<file path="config.mk">
export PLATFORM = sky130hd
export DESIGN_NAME = mms_ctrl
export DESIGN_NICKNAME = d
export VERILOG_FILES = /design/src/mms_pkg.sv /design/src/mms_ctrl.sv
export SDC_FILE = /design/constraint.sdc
export NUM_CORES = 1
export LEC_CHECK = 0
export ABC_AREA = 1
export BUFFER_PORTS_ARGS = -buffer_cell sky130_fd_sc_hd__buf_2
export CORE_MARGIN = 1
export CORE_UTILIZATION = 57
export CTS_BUF_LIST = sky130_fd_sc_hd__clkbuf_16
export CTS_CLUSTER_DIAMETER = 30
export DETAILED_ROUTE_END_ITERATION = 8
export PLACE_DENSITY = 0.89
export SLEW_MARGIN = 20
export SYNTH_ARGS = -nofsm -noshare
export SYNTH_HDL_FRONTEND = slang
export SYNTH_SLANG_ARGS = --single-unit
</file>
<file path="constraint.sdc">
create_clock -name sys_clk_in -period 2.1 [get_ports sys_clk_in]
set_input_delay 0.42 -clock sys_clk_in [delete_from_list [all_inputs] [get_ports sys_clk_in]]
set_output_delay 0.42 -clock sys_clk_in [all_outputs]
set_load 0.01 [all_outputs]
</file>
<file path="src/mms_pkg.sv">
// Package: constants and carriers for the module management status timing block.
// Function
// RULE1: After power-on or insertion, become fully functional within 2000 ms.
// RULE2: A reset pin low for over 2 us is taken as a module reset.
// RULE3: Answer the 2-wire management bus no later than 2000 ms after power-on.
// RULE4: Within 2000 ms clear monitor-not-ready status bit 0 and assert interrupt.
// RULE5: After the reset pin rises, become fully functional within 2000 ms.
// RULE6: Low-power pin high drops the module to low power within 100 us.
// RULE7: Any interrupt condition drives the interrupt output low within 200 ms.
// RULE8: After a flag is cleared by read, release interrupt within 500 us.
// RULE9: Read deadlines start at the clock fall after the read stop bit.
// RULE10: Receive loss sets its flag and asserts interrupt within 100 ms.
// RULE11: Transmit fault sets its flag and asserts interrupt within 200 ms.
// RULE12: Any other condition sets its flag and asserts interrupt within 200 ms.
// RULE13: A set mask bit inhibits its source's interrupt within 100 ms.
// RULE14: A cleared mask bit resumes its source's interrupt within 100 ms.
// RULE15: Select pin asserted starts bus responses within 100 us.
// RULE16: Select pin deasserted stops bus responses within 100 us.
// RULE17: Power-down bit written one enters low power within 100 ms.
// RULE18: Power-down bit written zero returns to full function within 300 ms.
// RULE19: Write deadlines start at the clock fall after the write stop bit.
// RULE20: After interrupt, the host reads flag bytes to find channel and type.
// RULE21: Deadlines come from internal-clock counters with configurable terminal counts.
package mms_pkg;
  localparam int CLK_HZ      = 25_000_000;
  localparam int CYC_PER_US  = CLK_HZ / 1_000_000;
  localparam int CYC_PER_MS  = CLK_HZ / 1_000;
  localparam int T_INIT_MS   = 2000;
  localparam int T_RST_MIN_US = 2;
  localparam int T_LP_US     = 100;
  localparam int INIT_CYC    = T_INIT_MS * CYC_PER_MS;
  localparam int RST_MIN_CYC = T_RST_MIN_US * CYC_PER_US;
  localparam int LP_MAX_CYC  = T_LP_US * CYC_PER_US;
  localparam int FLAG_W      = 8;
  localparam int FLAG_RX_LOS = 0;
  localparam int FLAG_TX_FLT = 1;
  // Pin synchroniser lanes.
  localparam int SY_RST = 0;
  localparam int SY_SEL = 1;
  localparam int SY_LP  = 2;
  localparam int SY_SCL = 3;
  localparam int SY_SDA = 4;
  localparam int SY_W   = 5;
  // Synchroniser reset matches the idle pin levels, so no false edge or low-power blip follows reset.
  localparam logic [SY_W-1:0]   SYNC_RST  = 5'h1B;
  localparam logic [FLAG_W-1:0] FLAG_RST  = 8'h00;
  localparam logic [FLAG_W-1:0] MASK_RST  = 8'h00;
  localparam logic              IRQ_N_RST = 1'b1;
  localparam logic              NRDY_RST  = 1'b1;

  typedef enum logic [1:0] {ST_INIT, ST_RUN, ST_HOLD} mms_state_e;

  // One management access from the serial bus engine, applied at the
  // first clock fall after the stop bit.
  typedef struct packed {
    logic [FLAG_W-1:0] rd_clr;
    logic              rd_rdy;
    logic              wr_mask;
    logic [FLAG_W-1:0] mask;
    logic              wr_pdown;
    logic              pdown;
  } mms_req_s;

  localparam mms_req_s REQ_RST = '0;
endpackage

</file>
<file path="src/mms_ctrl.sv">
// Module: status, interrupt, reset and power timing of the management side.
module mms_ctrl #(
  parameter int INIT_CYC    = mms_pkg::INIT_CYC,
  parameter int RST_MIN_CYC = mms_pkg::RST_MIN_CYC
) (
  // Clock and reset
  input  wire logic                      sys_clk_in,
  input  wire logic                      nrst_in,
  // Host pins
  input  wire logic                      module_rst_n_in,
  input  wire logic                      bus_select_n_in,
  input  wire logic                      low_power_pin_in,
  input  wire logic                      scl_in,
  input  wire logic                      sda_in,
  // Serial bus engine and condition sources
  input  wire logic                      req_valid_in,
  input  wire mms_pkg::mms_req_s         req_in,
  input  wire logic [mms_pkg::FLAG_W-1:0] cond_in,
  // Status and control
  output logic                           irq_out_n_out,
  output logic                           not_ready_out,
  output logic                           bus_respond_out,
  output logic                           low_power_out,
  output logic                           pdown_out,
  output logic [mms_pkg::FLAG_W-1:0]     flags_out,
  output logic [mms_pkg::FLAG_W-1:0]     mask_out
);
  localparam int CW = $clog2(INIT_CYC + 1);
  localparam int RW = $clog2(RST_MIN_CYC + 1);
  localparam int FW = mms_pkg::FLAG_W;

  function automatic logic mms_rise(input logic p, input logic c);
    return ~p & c;
  endfunction

  function automatic logic mms_fall(input logic p, input logic c);
    return p & ~c;
  endfunction

  // Pin synchroniser; stage one is read only by stage two.
  logic [mms_pkg::SY_W-1:0] sy1_ff, sy2_ff, sy3_ff;
  always_ff @(posedge sys_clk_in) begin
    if (!nrst_in) begin
      sy1_ff <= mms_pkg::SYNC_RST;
      sy2_ff <= mms_pkg::SYNC_RST;
      sy3_ff <= mms_pkg::SYNC_RST;
    end else begin
      sy1_ff <= {sda_in, scl_in, low_power_pin_in, bus_select_n_in, module_rst_n_in};
      sy2_ff <= sy1_ff;
      sy3_ff <= sy2_ff;
    end
  end

  logic scl_fall, stop_seen, rst_rise, rst_low, sel_on, lp_pin;
  always_comb begin
    scl_fall  = mms_fall(sy3_ff[mms_pkg::SY_SCL], sy2_ff[mms_pkg::SY_SCL]);
    stop_seen = sy3_ff[mms_pkg::SY_SCL] & sy2_ff[mms_pkg::SY_SCL]
              & mms_rise(sy3_ff[mms_pkg::SY_SDA], sy2_ff[mms_pkg::SY_SDA]);
    rst_rise  = mms_rise(sy3_ff[mms_pkg::SY_RST], sy2_ff[mms_pkg::SY_RST]);
    rst_low   = ~sy2_ff[mms_pkg::SY_RST];
    sel_on    = ~sy2_ff[mms_pkg::SY_SEL];
    lp_pin    = sy2_ff[mms_pkg::SY_LP];
  end

  // Reset and initialisation sequencing.
  mms_pkg::mms_state_e state_ff, nxt_state;
  logic [CW-1:0] cnt_ff, nxt_cnt;
  logic [RW-1:0] rlow_ff, nxt_rlow;
  logic          nrdy_ff, nxt_nrdy;
  logic          rdy_ev;
  always_comb begin
    nxt_state = state_ff;
    nxt_cnt   = cnt_ff;
    nxt_nrdy  = nrdy_ff;
    rdy_ev    = 1'b0;
    // A glitch shorter than the minimum pulse never resets the module.
    if (rst_low && rlow_ff != RW'(RST_MIN_CYC)) begin
      nxt_rlow = rlow_ff + RW'(1); // RULE21
    end else if (rst_low) begin
      nxt_rlow = rlow_ff;
    end else begin
      nxt_rlow = '0;
    end
    case (state_ff)
      mms_pkg::ST_INIT: begin
        if (cnt_ff == CW'(INIT_CYC - 1)) begin
          nxt_state = mms_pkg::ST_RUN; // RULE1
          nxt_nrdy  = 1'b0; // RULE4
          rdy_ev    = 1'b1; // RULE4
        end else begin
          nxt_cnt = cnt_ff + CW'(1); // RULE21
        end
      end
      mms_pkg::ST_HOLD: begin
        if (rst_rise) begin
          nxt_state = mms_pkg::ST_INIT; // RULE5
          nxt_cnt   = '0;
        end
      end
      default: ;
    endcase
    if (rst_low && rlow_ff == RW'(RST_MIN_CYC - 1)) begin
      nxt_state = mms_pkg::ST_HOLD; // RULE2
      nxt_nrdy  = mms_pkg::NRDY_RST;
      rdy_ev    = 1'b0;
    end
  end
  always_ff @(posedge sys_clk_in) begin
    if (!nrst_in) begin
      state_ff <= mms_pkg::ST_INIT;
      cnt_ff   <= '0;
      rlow_ff  <= '0;
      nrdy_ff  <= mms_pkg::NRDY_RST;
    end else begin
      state_ff <= nxt_state;
      cnt_ff   <= nxt_cnt;
      rlow_ff  <= nxt_rlow;
      nrdy_ff  <= nxt_nrdy;
    end
  end

  // Accesses wait for the first clock fall after the bus stop bit.
  mms_pkg::mms_req_s pend_ff, nxt_pend;
  logic              pv_ff, nxt_pv, arm_ff, nxt_arm, commit;
  always_comb begin
    commit   = arm_ff & scl_fall; // RULE9 RULE19
    nxt_pend = pend_ff;
    nxt_pv   = pv_ff;
    nxt_arm  = arm_ff;
    if (commit) begin
      nxt_pv   = 1'b0;
      nxt_arm  = 1'b0;
      nxt_pend = mms_pkg::REQ_RST;
    end else if (stop_seen && pv_ff) begin
      nxt_arm = 1'b1;
    end
    if (req_valid_in) begin
      nxt_pv          = 1'b1;
      nxt_pend.rd_clr = nxt_pend.rd_clr | req_in.rd_clr;
      nxt_pend.rd_rdy = nxt_pend.rd_rdy | req_in.rd_rdy;
      if (req_in.wr_mask) begin
        nxt_pend.wr_mask = 1'b1;
        nxt_pend.mask    = req_in.mask;
      end
      if (req_in.wr_pdown) begin
        nxt_pend.wr_pdown = 1'b1;
        nxt_pend.pdown    = req_in.pdown;
      end
    end
  end
  always_ff @(posedge sys_clk_in) begin
    if (!nrst_in) begin
      pend_ff <= mms_pkg::REQ_RST;
      pv_ff   <= 1'b0;
      arm_ff  <= 1'b0;
    end else begin
      pend_ff <= nxt_pend;
      pv_ff   <= nxt_pv;
      arm_ff  <= nxt_arm;
    end
  end

  // Flags, mask, power and interrupt output.
  logic [FW-1:0] cond_ff, flag_ff, nxt_flag, mask_ff, nxt_mask;
  logic          rdyf_ff, nxt_rdyf, pdown_ff, nxt_pdown;
  logic          irq_n_ff, nxt_irq_n, lp_ff, nxt_lp, resp_ff, nxt_resp;
  logic          run;
  logic          irq_cause;
  logic [FW-1:0] clr, set;
  always_comb begin
    run = (state_ff == mms_pkg::ST_RUN);
    clr = commit ? pend_ff.rd_clr : '0;
    set = run ? (cond_in & ~cond_ff) : '0;
    // A new event in the clearing cycle survives the clear.
    nxt_flag = (flag_ff & ~clr) | set; // RULE10 RULE11 RULE12
    nxt_rdyf = (rdyf_ff & ~(commit & pend_ff.rd_rdy)) | rdy_ev;
    nxt_mask  = (commit && pend_ff.wr_mask) ? pend_ff.mask : mask_ff; // RULE13 RULE14
    nxt_pdown = (commit && pend_ff.wr_pdown) ? pend_ff.pdown : pdown_ff;
    if (state_ff == mms_pkg::ST_HOLD) begin
      nxt_flag = mms_pkg::FLAG_RST;
      nxt_rdyf = 1'b0;
    end
    // The cause is a net of its own so that the checks can look back at it.
    irq_cause = |(flag_ff & ~mask_ff) | rdyf_ff;
    nxt_irq_n = ~irq_cause; // RULE7 RULE8
    nxt_lp    = lp_pin | pdown_ff; // RULE6 RULE17 RULE18
    nxt_resp  = run & sel_on; // RULE3 RULE15 RULE16
  end
  always_ff @(posedge sys_clk_in) begin
    if (!nrst_in) begin
      cond_ff  <= mms_pkg::FLAG_RST;
      flag_ff  <= mms_pkg::FLAG_RST;
      mask_ff  <= mms_pkg::MASK_RST;
      rdyf_ff  <= 1'b0;
      pdown_ff <= 1'b0;
      irq_n_ff <= mms_pkg::IRQ_N_RST;
      lp_ff    <= 1'b0;
      resp_ff  <= 1'b0;
    end else begin
      cond_ff  <= cond_in;
      flag_ff  <= nxt_flag;
      mask_ff  <= nxt_mask;
      rdyf_ff  <= nxt_rdyf;
      pdown_ff <= nxt_pdown;
      irq_n_ff <= nxt_irq_n;
      lp_ff    <= nxt_lp;
      resp_ff  <= nxt_resp;
    end
  end

  always_comb begin
    irq_out_n_out   = irq_n_ff;
    not_ready_out   = nrdy_ff;
    bus_respond_out = resp_ff;
    low_power_out   = lp_ff;
    pdown_out       = pdown_ff;
    flags_out       = flag_ff;
    mask_out        = mask_ff;
  end
endmodule

</file>
==> flow_results.org, run 1 <==
** Run status
- Result of the run :: finished, final reports clean

** Logic synthesis
- Post-Synthesis Cells :: 629
- Fraction of synthesis flops using an asynchronous set or reset pin :: 0
- After synthesis the cells add up to 4470 sq um.
- Number of synthesized register bits :: 99
- Yosys synthesis warning count :: 0
- Number of enable-type register cells in the synthesized netlist :: 0
- Sequential share of the synthesized area :: 0.444
- Syn nets :: 669
- Top FF cell, synth :: dfxtp_1
- Number of distinct standard cells referenced by the synthesized netlist :: 36
- A synthesized cell averages 7.10 sq um.

** Timing
- Worst setup skew after layout :: 0.0147 ns
- Setup repair after global routing left no endpoint under its margin.
- Transition time at the pin with the least slew margin :: 0.556 ns
- After routing, the total negative slack on setup checks comes to 0 ns.
- Setup slack closes at 0.224 ns.
- Setup violations, final :: 0
- Final worst-path cycle share :: 0.893
- Based on the critical path, the design can be clocked at up to 533 MHz.
- Max-slew violation count :: 0
- Across all hold checks on the routed design, the worst slack comes to 0.251 ns.
- Relative slew margins :: 0.629
- After layout, the minimum clock period comes to 1.88 ns.
- Fin. Hold Viols :: 0

** Place
- Final HPWL DP :: 8.05 mm
- The placed instances occupy a cell area of 4850 sq um.
- OpenSTA, run right after detailed placement, puts the worst setup slack at 0.283 ns.
- Number of input and output port buffers inserted :: 56
- Routability Congestion :: 0.915

** CTS
- Cts bufs inserted :: 9
- Clock latency on the worst-skew pair, taken at its later pin, is 0.35 ns.
- The H-tree was split into 3 levels.
- The cell sitting at the root of the clock tree is a clkbuf_16.
- Sinks on the clock net :: 99
- CTS Buffer Depth :: 2
- The number of hold buffers added after CTS was 0.
- Once the clock tree was built, the resizer swapped 0 gates to a different size.
- In this run the post-CTS setup repair buffer count came out at 0.
- TritonCTS built the clock tree.
- Clock input transition at the sequential cells of the worst setup and hold paths :: 0.08 ns

** Final layout
- The net count of the finished layout is 728.
- The layout has 590 filler cells.
- Commonest cells after routing, fill and taps aside :: nand2_1, dfxtp_1, inv_1, nor2_1, nand3_1
- FF/Latch Area :: 1980 sq um
- In the final layout, the multi-input gates occupy 2090 sq um.
- Ant. Diodes :: 0
- The finished cells cover 5170 sq um.
- Ratio of cells with drive above 1 in the final layout :: 0.175
- Synth-to-layout area growth :: 15.7%
- The library cell used most frequently in the layout, excluding fill and tap cells, is nand2_1.

** Detailed routing
- Wire length per cell after detailed routing :: 14.0 um
- Wires add up to 11.1 mm.
- The first routing iteration left 230 violations.
- Before antenna repair, the detailed router went through 5 iterations.
- The detail route stage leaves a number of antenna-violating nets equal to 0.
- Total via count in the routed design :: 4,318
- DRC violations left :: 0
- In the routed layout, each cell is associated on average with a via count of 5.45.

** Power
- Power after layout :: 3960 uW
- IR analysis of the VDD net gives a maximum drop of 0.615 mV.
- LEAKAGE :: 0.00224 uW
- Cell area power density :: 766 nW/um^2

** GRT
- Antenna violations before repair :: 0
- Entering global routing, the biggest net connects 25 pins.
- Remaining global-route overflow :: 0
- Number of global-route vias before repair :: 4,136
- Global-route wire length before repair :: 18.6 mm
- Aggregate global-route resource usage :: 0.281

** Floorplanning
- For this design the top-level I/O count stands at 57.
- The core region is 7410 sq um.
- Measured along the y axis, the die boundary spans 90.5 um.
- The floorplan step defined a die boundary enclosing 8190 sq um.
- Die extent in x :: 90.5 um
- The initial utilization of the core area, before any placement, comes to 0.603.
- The floorplan has 31 rows.

** Setup path
- In this run the worst path has a maximum fanout of 13.
- The worst setup path is captured at a flop.
- The worst setup path is of the flop to flop kind.
- For the worst setup path, the data required time is 2.39 ns.
- Type of element launching the critical path :: flop
- Arrival time reported for the critical path endpoint :: 2.17 ns

** Hold path
- The worst hold path belongs to the class primary input to flop.

** Flow run
- Maximum Capacitance Violations :: 0
-- registers in the layout, summed over array words and instances, names as in the netlist, 2 cells and up --
signal,cells
cond_ff,8
mask_out,8
sy1_ff,5
pend_ff,20
flags_out,8
cnt_ff,26
rlow_ff,6
state_ff,2
sy2_ff,5
sy3_ff,3
-- metrics by stage --
step	util	cells
2_1_floorplan	-	629
3_3_place_gp	0.654	776
3_5_place_dp	0.654	776
4_1_cts	0.698	792
5_1_grt	0.698	792
6_report	0.698	792
-- worst paths after layout --
check / startpoint / end / slack [ns] / depth (start not counted)
worst max-delay path: cnt_ff[1] / cnt_ff[23] / 0.22 / 11
worst min-delay path: bus_select_n_in / sy1_ff[1] / 0.25 / 2
worst max register to register: cnt_ff[1] / cnt_ff[23] / 0.22 / 11
worst min register to register: sy2_ff[1] / bus_respond_out / 0.40 / 1
-- report_power, final --
group          leakage (uW)  switching (uW)  internal (uW)
Clock              0.000154             838            868
Combinational       0.00128             152            108
Sequential         0.000808            46.0           1950
-- cell families after synthesis --
kind of cell    after synthesis  synth area share
simple gates                338             0.341
buf+inv                      98            0.0880
flops                        99             0.444
compound gates               88             0.112
xor+xnor                      2           0.00392
fa+ha+maj                     4            0.0112
-- layer usage --
metal | vias to the layer above | GRT usage | wire (um)
met4 | 0 | 0.103 | 283
met2 | 169 | 0.477 | 5450
met5 | - | 0 | 0
met3 | 34 | 0.0732 | 641
li1 | 2132 | - | -
met1 | 1983 | 0.340 | 4680
-- cells in the mapped netlist (all sizes together), types with 2 or more instances --
cell	instances	area [sq um]
a21oi	40	241
buf	9	58.8
clkbuf	8	30.0
clkinv	2	7.51
dfxtp	99	1980
ha	4	50.1
inv	79	297
nand2	158	616
nand3	64	338
nand3b	2	15.0
nand4	13	81.3
nor2	76	330
nor3	12	60.1
nor3b	2	15.0
o21ai	42	210
o21bai	2	15.0
or2	9	56.3
-- cell type report --
type,count,share of cell area
timing repair buffer,65,0.0673
inverter,81,0.0588
sequential,99,0.384
clock inverter,7,0.0182
clock buffer,9,0.0436
multi-input combinational,432,0.405
tap,99,0.0240
-- worst max-delay path, stage by stage, from the launching register on --
cell     delay, ns
dfxtp_1       0.38
ha_1          0.23
nand2_2       0.10
nor2_4        0.11
nand2_1       0.09
nor2_4        0.15
nand3_4       0.19
nand2_4       0.23
nand2_4       0.12
inv_2         0.10
nand2_1       0.06
nand2_1       0.06
Note: power is estimated with default switching activity, not from simulation.
==> run 2: changes to the inputs <==
CORE_UTILIZATION = 60   (was 57)
CTS_BUF_LIST = sky130_fd_sc_hd__clkbuf_4 sky130_fd_sc_hd__clkbuf_8   (was sky130_fd_sc_hd__clkbuf_16)
PLACE_DENSITY = 0.88   (was 0.89)
==> flow_results.org, run 2 (synthesis gave the netlist of run 1 again) <==
** Run status
- The run finished with clean final reports.

** Detailed routing
- The remaining antenna violation count came to 0 (unchanged).
- Highest routing layer actually used :: met4
- The detailed-route vias per instance came to 5.49 (+0.67%).
- Sum of routed wire segments on met1 :: 4.43 mm (-5.4%)
- Initial DRT Pass Iterations :: 5 (unchanged)
- Total via count in the routed design :: 4,347 (+0.67%)
- The post-detailed-routing wire length is 10.4 mm (-5.7%).
- Initial detailed-routing violation count :: 420 (+83%)
- The total length of routed met3 wires was 798 um (+24%).
- Wire length per cell after detailed routing :: 13.2 um (-5.7%)
- The met2 routed wirelength is 4.90 mm (-10%).
- The post-detailed-route DRC marker count was 0 (unchanged).

** Setup path
- The startpoint identified for the worst register-to-register timing path is cnt_ff[1].
- Type of element launching the critical path :: flop
- The worst setup path is captured at a flop.
- In this run the critical register-to-register path is captured at cnt_ff[14].
- Critical path required time :: 2.39 ns (about the same)
- Crit path kind :: flop to flop
- Among all stages on the critical path, the largest delay is contributed by dfxtp_1.
- Arrival time reported for the critical path endpoint :: 2.14 ns (-0.03 ns)
- Tracing the worst setup path back leads to its startpoint at cnt_ff[1].
- The critical path goes through ha_1, nand3_1, nor2_2, nand2_1, nor3_1, nand2_1, nand2_1, nand2_1, nand2_1, inv_1.
- Counting stages on the worst path, the most repeated cell is nand2_1.
- The worst-case reg-to-reg path depth is 10 (-1).
- Worst setup slack for register-to-register paths :: 0.25 ns (+0.02 ns)
- The critical path buffer and inverter count was 1 (unchanged).
- Largest fanout on the critical path :: 4 (-9)
- The critical path's largest stage delay came to 0.40 ns (+0.02 ns).
- Kind of cell adding the most delay to the critical path :: simple AND/OR/NAND/NOR gates

** GRT
- Maximum number of pins on one net before global-route repair :: 25 (unchanged)
- The number of global-route vias before repair came to 3,780 (-8.6%).
- Remaining global-route overflow :: 0 (unchanged)
- Aggregate global-route resource usage :: 0.274 (-0.00646)
- The global-route wire length before repair came to 16.6 mm (-11%).
- The initial antenna violation count was 0 (unchanged).

** Final layout
- The final cell count without fillers came to 792 (unchanged).
- Post-Route Utilization :: 0.700 (+0.00279)
- Relative to the synthesized area, the layout overhead comes to 13.1%.
- Top flop regs :: cnt_ff: 26 flops, pend_ff: 20 flops
- Most common cell after layout, fill and taps aside :: nand2_1
- The antenna cell count was 0 (unchanged).
- The layout cell share with drive strength beyond 1 is 0.175 (unchanged).
- The number of nets in the layout came to 728 (unchanged).
- The library cells used most frequently in the layout, excluding fill and tap cells, are nand2_1, dfxtp_1, inv_1, nor2_1, nand3_1.
- cnt_ff holds more flip-flops than any other register.
- # fillers :: 571 (-3.2%)
- Number of flip-flops in the largest register :: 26 (unchanged)

** CTS
- Cts bufs inserted :: 9 (unchanged)
- The cts-stage hold buffer count was 0 (unchanged).
- Number of levels the H-tree was split into :: 3 (unchanged)
- Post-cts resize count :: 0 (unchanged)
- The cell sitting at the root of the clock tree is a clkbuf_8.
- The maximum number of buffers from clock root to sink came to 2 (unchanged).
- TritonCTS clock tree :: yes
- Setup repair bufs after CTS :: 0 (unchanged)
- The clock-pin slew of the registers on the worst-case setup and hold paths is 0.11 ns (+0.03 ns).
- Clock network latency to the later pin of the worst-skew pair :: 0.38 ns (+0.03 ns)
- Sinks on the clock net :: 99 (unchanged)

** Power
- Cell area power density :: 689 nW/um^2 (-10%)
- LEAKAGE :: 0.00219 uW (-2.5%)
- Worst VDD drop :: 0.525 mV (-15%)
- The total power draw is 3480 uW (-12%).

** Timing
- Setup tns final :: 0 ns (unchanged)
- The slew at the pin closest to its max-slew limit is 0.599 ns (+0.0434 ns).
- The final count of negative-setup-slack endpoints came to 0 (unchanged).
- The minimum setup slack in the final design came to 0.245 ns (+0.0209 ns).
- Relative slew margins :: 0.600 (-0.0290)
- Achievable frequency :: 539 MHz (+1.1%)
- The number of failing hold endpoints at the final stage came to 0 (unchanged).
- The final period demand of the worst path came to 1.85 ns (-0.0209 ns).
- Max-slew violation count :: 0 (unchanged)
- Final worst-path cycle share :: 0.883 (-0.00997)
- Setup repair after global routing left no endpoint under its margin.
- Worst setup skew after layout :: 0.0123 ns (-0.00232 ns)

** Floorplanning
- Chip Height :: 88.3 um (-2.5%)
- The number of ports placed on the die boundary was 57 (unchanged).
- Initial core utilization :: 0.619 (+0.0162)
- The area enclosed by the die boundary came to 7790 sq um (-4.9%).
- The row count was 31 (unchanged).
- Area of the core region :: 7210 sq um (-2.6%)
- The die span in x came to 88.3 um (-2.5%).

** Hold path
- The startpoint identified for the worst hold timing path is bus_select_n_in.
- The path with the worst hold slack has its endpoint at sy1_ff[1].
- Worst hold-check path type :: primary input to flop
- The cell count of the worst hold path came to 2 (unchanged).

** Place
- Number of input and output port buffers inserted :: 56 (unchanged)
- The number of cells in the design after placement is 776 (unchanged).
- Final HPWL DP :: 7.64 mm (-5.0%)
- The worst-case setup slack after placement is 0.295 ns (+0.0125 ns).
- Routability Congestion :: 0.957 (+4.6%)

** Flow run
- Maximum Capacitance Violations :: 0 (unchanged)
-- run 2: cell types whose count changed in the layout (fill, tap and decap cells not counted), sizes merged --
cell / change
inv: -1
clkinvlp: +1
-- run 2: power breakdown --
group	internal (uW)	switching, uW	total [uW]
sequential	1950	45.2	2000
clock	473	756	1230
combinational	106	151	257
total	2530	952	3480
-- run 2: worst max path at each step --
| stage | endpoint | cells after the start |
|---|---|---|
| 4_1_cts | cnt_ff[1] | 11 |
| 5_1_grt | cnt_ff[14] | 10 |
| 2_1_floorplan | cnt_ff[11] | 11 |
| 3_3_place_gp | flags_out[0] | 5 |
| 3_5_place_dp | flags_out[7] | 5 |
| 6_report | cnt_ff[14] | 10 |
-- run 2: cell type report --
cell class	count	area, sq um	share of cell area
clock buffer	9	124	0.0245
clock inverter	7	80.1	0.0158
inverter	81	304	0.0602
multi-input combinational	432	2090	0.414
sequential	99	1980	0.392
tap	99	124	0.0245
timing repair buffer	65	348	0.0688
-- run 2: layer usage --
| layer | vias up | track usage |
|---|---|---|
| met5 | - | 0 |
| met1 | 1989 | 0.360 |
| li1 | 2125 | - |
| met4 | 0 | 0.125 |
| met2 | 200 | 0.429 |
| met3 | 33 | 0.0672 |
-- run 2: metrics by stage --
step	instance area [sq um]	hold slack (ns)
5_1_grt	5050	0.199
2_1_floorplan	4470	0.376
3_3_place_gp	4850	0.387
3_5_place_dp	4850	0.388
4_1_cts	5050	0.204
6_report	5050	0.214
-- run 2: worst register-to-register path, delay by kind of cell, from the launching register on --
| kind | cells | cell delay (ns) |
|---|---|---|
| adders and majority gates | 1 | 0.24 |
| buffers and inverters | 1 | 0.04 |
| and+or+nand+nor | 8 | 1.09 |
| DFF | 1 | 0.40 |
